**config.mk**
```make
export PLATFORM = sky130hd
export DESIGN_NAME = mpl_limits
export DESIGN_NICKNAME = d
export VERILOG_FILES = /design/src/mpl_pkg.sv /design/src/mpl_limits.sv
export SDC_FILE = /design/constraint.sdc
export NUM_CORES = 1
export LEC_CHECK = 0
export ABC_AREA = 1
export BUFFER_PORTS_ARGS = -buffer_cell sky130_fd_sc_hd__buf_2
export CORE_ASPECT_RATIO = 1.75
export CORE_UTILIZATION = 45
export DETAILED_ROUTE_END_ITERATION = 16
export PLACE_DENSITY = 0.69
export SLEW_MARGIN = 40
export SYNTH_ARGS = -nofsm -noshare
export SYNTH_HDL_FRONTEND = slang
export SYNTH_SLANG_ARGS = --single-unit
```
**constraint.sdc**
```tcl
create_clock -name mclk -period 9.9 [get_ports mclk]
set_input_delay 0 -clock mclk [delete_from_list [all_inputs] [get_ports mclk]]
set_output_delay 0 -clock mclk [all_outputs]
set_load 0.03 [all_outputs]
```
**src/mpl_pkg.sv**
```systemverilog
/*
  Shared constants and carrier types for the move parameter and
  travel limit block. Assumes a 32-bit APB register bus.
*/
`default_nettype none

package mpl_pkg;

  localparam logic [7:0] ADDR_SLOWDOWN = 8'h00;
  localparam logic [7:0] ADDR_TRAVEL = 8'h04;
  localparam logic [7:0] ADDR_LIMIT_SETUP = 8'h08;
  localparam logic [7:0] ADDR_MODE = 8'h0C;
  localparam logic [7:0] ADDR_JOG_ASSIGN = 8'h10;
  localparam logic [7:0] ADDR_STATUS = 8'h14;
  localparam logic [7:0] ADDR_IRQ_STATUS = 8'h18;
  localparam logic [7:0] ADDR_IRQ_MASK = 8'h1C;
  localparam logic [7:0] ADDR_RATE_MIRROR = 8'h20;
  localparam logic [7:0] ADDR_STOP_RATE = 8'h24;

  // Data register number that mirrors the slowdown rate.
  localparam int RATE_MIRROR_INDEX = 18;

  // Rate codes count steps of 1/6 rev/s^2: code 1 is 0.167, 32767 is
  // 5461.167.
  localparam int RATE_W = 15;
  localparam logic [14:0] RATE_MIN = 15'h0001;
  localparam logic [14:0] RATE_RESET = 15'h0001;
  localparam logic [14:0] STOP_RATE_RESET = 15'h7FFF;
  // Internal units of the mirror are sixteenths of a rate step.
  localparam int MIRROR_SHIFT = 4;

  localparam logic [31:0] TRAVEL_RESET = 32'h0000_0000;
  localparam logic [31:0] TRAVEL_MOST_NEG = 32'h8000_0000;
  localparam logic [31:0] TRAVEL_CLAMP = 32'h8000_0001;

  localparam logic [1:0] LIM_CLOSED = 2'h1;
  localparam logic [1:0] LIM_OPEN = 2'h2;
  localparam logic [1:0] LIM_UNUSED = 2'h3;

  localparam logic [4:0] MODE_RESET = 5'h00;
  localparam logic [4:0] MODE_OVR_SINGLE = 5'h07;
  localparam logic [4:0] MODE_OVR_LOW = 5'h0B;
  localparam logic [4:0] MODE_OVR_HIGH = 5'h12;

  // Interrupt status and mask bit positions.
  localparam int IRQ_CW_HIT = 0;
  localparam int IRQ_CCW_HIT = 1;
  localparam int IRQ_MOVE_END = 2;
  localparam int IRQ_W = 3;

  // Status register bit positions.
  localparam int ST_CW_ACTIVE = 0;
  localparam int ST_CCW_ACTIVE = 1;
  localparam int ST_GP_CW = 2;
  localparam int ST_GP_CCW = 3;
  localparam int ST_ALARM = 4;
  localparam int ST_JOG_OWNS = 5;
  localparam int ST_OVERRIDE = 6;

  typedef struct packed {
    logic cw;
    logic ccw;
  } mpl_pair_t;

endpackage : mpl_pkg

`default_nettype wire

```
**src/mpl_limits.sv**
```systemverilog
/*
  Move parameters and end-of-travel limit supervision with an APB
  register slave. Assumes one clock, limit pins driven synchronously
  enough to pass a two-stage synchroniser, and a motion core that
  reports its direction and whether a stored-program move runs.
*/
// Notes on behaviour
// [RULE_01] Slowdown rate held, 0.167 to 5461.167 in 0.167 steps, readable.
// [RULE_02] Rate mirrored into data register 18 in internal units, in order.
// [RULE_03] Signed travel length spans plus and minus 2,147,483,647.
// [RULE_04] Positive travel means clockwise, negative means counter-clockwise.
// [RULE_05] One travel value serves relative, absolute and jog moves.
// [RULE_06] Active limit stops motion toward it and raises an alarm.
// [RULE_07] Limit during a program move ends it; program goes on.
// [RULE_08] One polarity setting covers both limit inputs.
// [RULE_09] Setting 1: closed input is active; stop at stop rate.
// [RULE_10] Setting 2: open input is active; stop at stop rate.
// [RULE_11] Setting 3: limits ignored, inputs general purpose; only 1-3 taken.
// [RULE_12] Dedicated inputs are the limits; unused they read as plain inputs.
// [RULE_13] Without dedicated pins, step is clockwise and direction counter.
// [RULE_14] Modes 7 and 11 to 18 override the limit setting.
// [RULE_15] Those modes or a later jog assignment force setting 3.
// [RULE_16] Limit and jog assignment exclude each other; latest wins.
// [RULE_17] Input low means current flows, closed; high means open.
// [RULE_18] Inputs synchronised first; motion away from a limit allowed.
`timescale 1ns/1ns
`default_nettype none

module mpl_limits #(
  parameter bit HAS_DEDICATED = 1'b1
) (
  input wire logic mclk,
  input wire logic reset,
  input wire logic psel,
  input wire logic penable,
  input wire logic pwrite,
  input wire logic [7:0] paddr,
  input wire logic [31:0] pwdata,
  output logic [31:0] prdata,
  output logic pready,
  output logic pslverr,
  input wire logic lim_cw_pin,
  input wire logic lim_ccw_pin,
  input wire logic step_pin,
  input wire logic dir_pin,
  input wire logic motion_ccw,
  input wire logic program_move,
  output logic [14:0] slowdown_rate_cmd,
  output logic [14:0] stop_rate_setting,
  output logic [31:0] travel_length_cmd,
  output logic move_ccw,
  output logic halt_cw,
  output logic halt_ccw,
  output logic limit_alarm,
  output logic program_next,
  output logic [1:0] gp_in,
  output logic irq
);

  ////////////////////////////////////////////////////////////////////////
  // Bus decode.

  logic access;
  logic wr;
  logic mapped;
  assign access = psel && penable && !pready;
  // A write lands at the edge where the master sees pready high.
  assign wr = psel && penable && pready && pwrite;
  // Offsets run without gaps, so one range test decodes them all.
  assign mapped = paddr[1:0] == 2'h0 && paddr <= mpl_pkg::ADDR_STOP_RATE;

  ////////////////////////////////////////////////////////////////////////
  // Move parameters.

  logic [14:0] wr_rate;
  assign wr_rate = pwdata[14:0] < mpl_pkg::RATE_MIN ? mpl_pkg::RATE_MIN
    : pwdata[14:0];

  always_ff @(posedge mclk or posedge reset)
  begin
    if (reset)
    begin
      slowdown_rate_cmd <= mpl_pkg::RATE_RESET;
      stop_rate_setting <= mpl_pkg::STOP_RATE_RESET;
    end
    else if (wr && paddr == mpl_pkg::ADDR_SLOWDOWN)
    begin
      slowdown_rate_cmd <= wr_rate; // [RULE_01]
    end
    else if (wr && paddr == mpl_pkg::ADDR_STOP_RATE)
    begin
      stop_rate_setting <= wr_rate;
    end
  end

  // The mirror trails the setting by one cycle, so a read of it after
  // the write that changed the rate always sees the new value.
  logic [19:0] rate_mirror;
  always_ff @(posedge mclk or posedge reset)
  begin
    if (reset)
      rate_mirror <= 20'h0_0000;
    else
      rate_mirror <= {1'b0, slowdown_rate_cmd, 4'h0}; // [RULE_02]
  end

  // The most negative word has no positive twin, so it is pulled in.
  always_ff @(posedge mclk or posedge reset)
  begin
    if (reset)
    begin
      travel_length_cmd <= mpl_pkg::TRAVEL_RESET;
      move_ccw <= 1'b0;
    end
    else if (wr && paddr == mpl_pkg::ADDR_TRAVEL)
    begin
      if (pwdata == mpl_pkg::TRAVEL_MOST_NEG)
        travel_length_cmd <= mpl_pkg::TRAVEL_CLAMP; // [RULE_03]
      else
        travel_length_cmd <= pwdata; // [RULE_05]
      move_ccw <= pwdata[31]; // [RULE_04]
    end
  end

  ////////////////////////////////////////////////////////////////////////
  // Input ownership: mode, jog assignment and limit setting.

  logic [4:0] mode;
  logic [1:0] limit_setup;
  logic jog_owns;
  logic override;

  always_ff @(posedge mclk or posedge reset)
  begin
    if (reset)
      mode <= mpl_pkg::MODE_RESET;
    else if (wr && paddr == mpl_pkg::ADDR_MODE)
      mode <= pwdata[4:0];
  end

  assign override = mode == mpl_pkg::MODE_OVR_SINGLE
    || (mode >= mpl_pkg::MODE_OVR_LOW && mode <= mpl_pkg::MODE_OVR_HIGH);
  logic setup_ok;
  assign setup_ok = pwdata[31:2] == 30'h0 && pwdata[1:0] != 2'h0;

  always_ff @(posedge mclk or posedge reset)
  begin
    if (reset)
    begin
      limit_setup <= mpl_pkg::LIM_UNUSED;
      jog_owns <= 1'b0;
    end
    else if (override)
    begin
      limit_setup <= mpl_pkg::LIM_UNUSED; // [RULE_14] [RULE_15]
    end
    else if (wr && paddr == mpl_pkg::ADDR_JOG_ASSIGN && pwdata[0])
    begin
      limit_setup <= mpl_pkg::LIM_UNUSED; // [RULE_15] [RULE_16]
      jog_owns <= 1'b1;
    end
    else if (wr && paddr == mpl_pkg::ADDR_LIMIT_SETUP && setup_ok)
    begin
      limit_setup <= pwdata[1:0]; // [RULE_11]
      jog_owns <= pwdata[1:0] == mpl_pkg::LIM_UNUSED ? jog_owns : 1'b0;
    end
  end

  ////////////////////////////////////////////////////////////////////////
  // Limit inputs.

  logic [3:0] pin_meta, pin_sync, pin_raw;
  assign pin_raw = {dir_pin, step_pin, lim_ccw_pin, lim_cw_pin};

  genvar gi;
  generate
    for (gi = 0; gi < 4; gi++)
    begin : g_sync
      always_ff @(posedge mclk or posedge reset)
      begin
        if (reset)
        begin
          pin_meta[gi] <= 1'b1;
          pin_sync[gi] <= 1'b1;
        end
        else
        begin
          pin_meta[gi] <= pin_raw[gi]; // [RULE_18]
          pin_sync[gi] <= pin_meta[gi];
        end
      end
    end
  endgenerate

  // A low pin carries current, which is the closed state.
  mpl_pkg::mpl_pair_t closed;
  assign closed.cw = HAS_DEDICATED ? !pin_sync[0] : !pin_sync[2]; // [RULE_13]
  assign closed.ccw = HAS_DEDICATED ? !pin_sync[1] : !pin_sync[3]; // [RULE_17]

  mpl_pkg::mpl_pair_t active;
  always_comb
  begin
    case (limit_setup)
      mpl_pkg::LIM_CLOSED: active = closed; // [RULE_09] [RULE_08]
      mpl_pkg::LIM_OPEN: active = ~closed; // [RULE_10]
      default: active = 2'b00;
    endcase
  end

  logic prev_cw, prev_ccw, hit_cw, hit_ccw, end_move;
  assign hit_cw = active.cw && !prev_cw;
  assign hit_ccw = active.ccw && !prev_ccw;
  assign end_move = program_move
    && ((hit_cw && !motion_ccw) || (hit_ccw && motion_ccw));

  // Halts block only the direction of the active limit, so a move away
  // from it stays possible.
  always_ff @(posedge mclk or posedge reset)
  begin
    if (reset)
    begin
      prev_cw <= 1'b0;
      prev_ccw <= 1'b0;
      halt_cw <= 1'b0;
      halt_ccw <= 1'b0;
      limit_alarm <= 1'b0;
      program_next <= 1'b0;
    end
    else
    begin
      prev_cw <= active.cw;
      prev_ccw <= active.ccw;
      halt_cw <= active.cw; // [RULE_06] [RULE_18]
      halt_ccw <= active.ccw;
      limit_alarm <= active.cw || active.ccw; // [RULE_06]
      program_next <= end_move; // [RULE_07]
    end
  end

  always_ff @(posedge mclk or posedge reset)
  begin
    if (reset)
      gp_in <= 2'b00;
    else if (limit_setup == mpl_pkg::LIM_UNUSED)
      gp_in <= {closed.ccw, closed.cw}; // [RULE_12]
    else
      gp_in <= 2'b00;
  end

  ////////////////////////////////////////////////////////////////////////
  // Interrupts: a new event wins over a write-one clear.

  logic [2:0] irq_status;
  logic [2:0] irq_mask;
  logic [2:0] irq_events;
  assign irq_events = {end_move, hit_ccw, hit_cw};

  always_ff @(posedge mclk or posedge reset)
  begin
    if (reset)
      irq_status <= 3'h0;
    else if (wr && paddr == mpl_pkg::ADDR_IRQ_STATUS)
      irq_status <= (irq_status & ~pwdata[2:0]) | irq_events;
    else
      irq_status <= irq_status | irq_events;
  end

  always_ff @(posedge mclk or posedge reset)
  begin
    if (reset)
      irq_mask <= 3'h0;
    else if (wr && paddr == mpl_pkg::ADDR_IRQ_MASK)
      irq_mask <= pwdata[2:0];
  end

  always_ff @(posedge mclk or posedge reset)
  begin
    if (reset)
      irq <= 1'b0;
    else
      irq <= |(irq_status & irq_mask);
  end

  ////////////////////////////////////////////////////////////////////////
  // Read path and answer.

  logic [31:0] next_prdata;
  always_comb
  begin
    next_prdata = 32'h0000_0000;
    if (paddr == mpl_pkg::ADDR_SLOWDOWN)
      next_prdata = {17'h0, slowdown_rate_cmd};
    else if (paddr == mpl_pkg::ADDR_TRAVEL)
      next_prdata = travel_length_cmd;
    else if (paddr == mpl_pkg::ADDR_LIMIT_SETUP)
      next_prdata = {30'h0, limit_setup};
    else if (paddr == mpl_pkg::ADDR_MODE)
      next_prdata = {27'h0, mode};
    else if (paddr == mpl_pkg::ADDR_STATUS)
      next_prdata = {25'h0, override, jog_owns, limit_alarm, gp_in,
        halt_ccw, halt_cw};
    else if (paddr == mpl_pkg::ADDR_IRQ_STATUS)
      next_prdata = {29'h0, irq_status};
    else if (paddr == mpl_pkg::ADDR_IRQ_MASK)
      next_prdata = {29'h0, irq_mask};
    else if (paddr == mpl_pkg::ADDR_RATE_MIRROR)
      next_prdata = {12'h0, rate_mirror};
    else if (paddr == mpl_pkg::ADDR_STOP_RATE)
      next_prdata = {17'h0, stop_rate_setting};
  end

  always_ff @(posedge mclk or posedge reset)
  begin
    if (reset)
    begin
      pready <= 1'b0;
      pslverr <= 1'b0;
      prdata <= 32'h0000_0000;
    end
    else
    begin
      pready <= access;
      pslverr <= access && !mapped;
      prdata <= (access && !pwrite) ? next_prdata : 32'h0000_0000;
    end
  end
endmodule : mpl_limits

`default_nettype wire

```
Word level (Yosys, flattened, before mapping) --
Cells that the tools add are included.
Word-level totals: bits in registers 137, input bits 51, logic and storage cells 116, output and inout port bits 104
Cells by class: reductions and logical operators 44, bitwise logic cells 8, muxes and demuxes 21, magnitude comparators 4, eq/ne operators 16
Operators by type and width (number):
- two-way mux 32 bit | 4
- two-way mux 19 bit | 6
- equality test 32 bit (second input constant) | 1
- equality test 8 x 5 -> 1 bit (second input constant) | 4
- zero test 30 bit | 1
- two-way mux 15 bit | 2
- logical AND 1 bit | 24
- equality test 8 x 4 -> 1 bit (second input constant) | 2
- equality test 8 x 6 -> 1 bit (second input constant) | 2
- < comparator 15 x 1 -> 1 bit (second input constant) | 1
- equality test 8 x 3 -> 1 bit (second input constant) | 1
- <= comparator 8 x 6 -> 1 bit (second input constant) | 1
- zero test 1 bit | 8
- zero test 8 bit | 1
- two-way mux 2 bit | 4
- bitwise AND 3 bit | 2
- equality test 2 bit (second input constant) | 3
- OR 3 bit | 2
- equality test 5 x 3 -> 1 bit (second input constant) | 1
- greater-or-equal comparator 5 x 4 -> 1 bit (second input constant) | 1
- <= comparator 5 bit (second input constant) | 1
- case mux 2 bit (2 select lines) | 1
- nonzero test 2 bit | 2
- logical OR 1 bit | 3
- 12 further kinds | 15

Logic depth before layout (Yosys ltp) --
depth in word-level cells 11, gate-level depth with buffers 10, depth with buffers taken out 10

Least setup slack after synthesis --
Ideal clock, no wire load.
path kind flip-flop to flip-flop, from reg pready, to reg move_ccw, arrival 1.406 ns, data required time 9.783 ns, path buffers 2, period minus slack after synthesis 1.523 ns, setup slack 8.377 ns, stages on the path, launching flop included 8, library setup time 0.117 ns, cells stage by stage dfrtp_1 nand4_4 inv_2 nand2_2 buf_6 buf_6 nand2_1 nand2_1
On the way: longest elaborated chain between the ends 3
RTL lines:
- from (decl) | line mpl_limits.sv:40 | output logic pready,
- from (signal assigned) | line mpl_limits.sv:322 | pready <= access;
- logical AND 1 bit (2 in series) | line mpl_limits.sv:68 | assign wr = psel && penable && pready && pwrite;
- logical AND 1 bit | line mpl_limits.sv:115 | else if (wr && paddr == mpl_pkg::ADDR_TRAVEL)
- to (signal assigned) | line mpl_limits.sv:121 | move_ccw <= pwdata[31];
- to (decl) | line mpl_limits.sv:51 | output logic move_ccw,
No other way between the ends. A chain may end at the register's enable or synchronous reset.

==> results.py <==
metrics = {
    "clock_network": {
        "cts_tree": "done",
        "cts-root-buf": "clkbuf_16",
        "clk_latency_ns": 0.41,
        "htree_levels": 4,
        "cts-resized-gates": 0,
        "cts_inserted_buffers": 17,
        "clk_pin_slew_worst_paths_ns": 0.06,
        "cts_sinks": 137,
        "cts_buffer_depth": 2,
    },
    "drt": {
        "wl_met2_um": 8500,
        "vias": 5174,
        "drc": 0,
        "antenna_left": 0,
        "dr_wl_met3_um": 805,
        "drt_wl_total_um": 16300,
        "first_pass_iters": 6,
        "top_layer": "met4",
        "m1WireLength_um": 6090,
        "avgRoutedWirePerCell_um": 15.8,
        "vias_per_cell": 5.03,
        "dr.first_iter.drc_count": 301,
    },
    "floorplan": {
        "start_util_pct": 46.1,
        "die_x_um": 88.8,
        "fp-row-count": 55,
        "core-area_um2": 12900,
        "die_area_um2": 13700,
        "die_h_um": 154,
        "num_io_pins": 155,
    },
    "placement": {
        "dpl_worst_slack_ns": 7.81,
        "routabilityCongestion": 0.947,
        "numPortBuffers": 152,
        "dp_hpwl_um": 11500,
        "place_inst": 952,
        "placed_cell_area_um2": 6830,
    },
    "global_route": {
        "antenna_found_initial": 0,
        "grt_max_degree": 79,
        "grt_pass1_wl_um": 25700,
        "grt.overflow.total": 0,
        "grt_pass1_vias": 5077,
        "grt_usage_pct": 25.3,
    },
    "layout": {
        "final_util_pct": 60.9,
        "fin_area_um2": 7840,
        "post_layout_nonfiller_instances": 1028,
        "layout-drive-gt1-share_pct": 30.2,
        "n_fill_cell": 1143,
        "antennaDiodeCount": 0,
        "seq_area_um2": 3460,
        "multiInputGateArea_um2": 2070,
        "layout.nets": 895,
        "syn2layout_area_growth_pct": 32.1,
    },
    "synth": {
        "ys_ff_latch": 137,
        "yosys.area.top_type": "dfrtp_1",
        "synth_ff_type": "dfrtp_1",
        "syn_nets": 695,
        "synth-edff-count": 0,
        "synthTopCellsByArea": "dfrtp_1, nand2_1, dfstp_2",
        "synthCells": 644,
        "synthesis.area_um2": 5930,
        "async_flop_share_pct": 100,
        "postSynthAreaPerCell_um2": 9.21,
        "yosysTopAreaCellShare_pct": 48.5,
        "ys_warn_count": 0,
        "ys_seq_area_share_pct": 58.3,
        "yosysUniqueCellTypes": 32,
    },
    "worst_setup_path": {
        "arrival_ns": 2.76,
        "path_max_fanout": 4,
        "r2r_end": "program_next$_DFF_PP0_",
        "worstReg2RegStart": "limit_setup[1]$_DFFE_PP1P_",
        "worst_setup_path_end_kind": "flop",
        "reg2reg_slack_ns": 7.49,
        "r2r.worst_path.cells": 10,
        "start_kind": "flop",
        "required_ns": 10.25,
        "critical_path_class": "reg2reg",
    },
    "sta": {
        "finalSetupTns_ns": 0,
        "rsz0062_at_grt": "false",
        "fmax_mhz": 414,
        "setup-violations-final": 0,
        "fin_skew_ns": 0.0120,
        "final_max_slew_viol_count": 0,
        "relSlewSlack_pct": 53.2,
        "period_needed_ns": 2.41,
        "worst_pin_slew_ns": 0.702,
        "setup_slack_ns": 7.49,
        "hold_violations": 0,
        "holdWs_ns": 0.0184,
        "period_share_pct": 24.4,
    },
    "worst_hold_path": {
        "worstHoldStart": "pwdata[3]",
        "holdPathEnd": "slowdown_rate_cmd[3]$_DFFE_PP0P_",
        "hold-path-cell-count": 3,
        "hold_path.class": "in2reg",
    },
    "power": {
        "power.switching_mw": 0.317,
        "pwr-share-comb_pct": 6.3,
        "power_density_nw_per_um2": 159,
        "ir_worst_vdd_v": 0.000126,
        "power_frac_clock_pct": 48.1,
        "p_sw_share_pct": 25.4,
        "intPower_mw": 0.932,
        "p_total_mw": 1.25,
        "leakagePower_nw": 4.12,
        "p_seq_share_pct": 45.6,
    },
    "job": {
        "maxCapViolations": 0,
    },
    "status": {
        "status": "complete, no violations",
    },
}
==> power by group through the flow <==
stage | logic [mW] | registers, mW | clock network [mW]
2_1_floorplan | 0.0297 | 0.587 | 0
3_3_place_gp | 0.0643 | 0.580 | 0
3_5_place_dp | 0.0658 | 0.580 | 0
4_1_cts | 0.0794 | 0.570 | 0.612
5_1_grt | 0.0864 | 0.570 | 0.636
6_report | 0.0787 | 0.570 | 0.600
==> cell usage after synthesis, drive strengths merged (2+ instances only) <==
cell type,count
dfstp,22
nor2,51
o21ai,93
clkbuf,4
a31oi,2
nand4,8
nand2,190
dfrtp,115
buf,13
inv,77
a21oi,39
nand3,18
nor3,5
nand3b,2
==> layout by cell type, fill, tap and decap left out, types with 5 or more instances in the layout <==
cell | synthesis | layout
buf_2 | 5 | 152
dlygate4sd3_1 | 0 | 44
nor2_4 | 5 | 5
nand4_1 | 7 | 7
nand2_1 | 187 | 187
o21ai_2 | 24 | 24
inv_1 | 70 | 69
dfrtp_1 | 115 | 115
nor3_1 | 5 | 5
clkbuf_16 | 0 | 17
nor2_1 | 41 | 41
dfstp_2 | 22 | 22
nand3_1 | 14 | 14
a21oi_1 | 39 | 39
o21ai_0 | 68 | 68
inv_6 | 0 | 5
==> sequential cells by signal (all words and copies together) (netlist names), 3 cells and up <==
name,count
travel_length_cmd,32
mode,5
prdata,32
irq_mask,3
irq_status,3
stop_rate_setting,15
slowdown_rate_cmd,15
rate_mirror,15
==> repair_timing <==
item / in CTS / in global routing
endpoints found under the hold margin: 116 / 0
buffers inserted: 0 / 0
hold buffers: 44 / 0
==> worst max-delay path: stages (launching register included) <==
cell           delay (ns)
dfstp_2              0.55
inv_1                0.08
nor2_1               0.13
o21ai_0              0.12
inv_1                0.09
nand2_1              0.07
nand2_1              0.06
nand2_1              0.04
dlygate4sd3_1        0.56
nor2_1               0.11
dlygate4sd3_1        0.56
==> area by class of cell <==
type | count | share of cell area, %
clock buffer | 18 | 5.60
clock inverter | 14 | 1.66
inverter | 77 | 3.85
multi-input combinational | 413 | 26.4
sequential | 137 | 44.1
tap | 171 | 2.73
timing repair buffer | 198 | 15.7
==> cell families (layout without fill, tap and decap cells) <==
kind of cell | after synthesis | count (layout) | share of synthesized area (%)
and+or+nand+nor | 275 | 275 | 21.4
AOI/OAI and AO/OA | 138 | 138 | 13.4
DFF | 137 | 137 | 58.3
buffers and inverters | 94 | 307 | 6.94
==> layer usage <==
metal	GRT usage [%]	vias up
li1	-	2454
met1	28.1	2451
met2	43.4	212
met3	4.94	57
met4	15.7	0
met5	0	-
==> how the worst max path moves through the flow <==
stage | startpoint | to | slack (ns) | cells after the start
after CTS | limit_setup[1]$_DFFE_PP1P_ | program_next$_DFF_PP0_ | 7.52 | 11
after global placement | paddr[1] | travel_length_cmd[31]$_DFFE_PP0P_ | 7.21 | 8
after detailed placement | paddr[1] | travel_length_cmd[0]$_DFFE_PP0P_ | 7.81 | 9
after floorplan | reset | gp_in[0]$_DFF_PP0_ | 6.27 | 1
after global routing | limit_setup[1]$_DFFE_PP1P_ | program_next$_DFF_PP0_ | 7.37 | 10
final | limit_setup[1]$_DFFE_PP1P_ | program_next$_DFF_PP0_ | 7.49 | 10
Note: power is estimated with default switching activity, not from simulation.
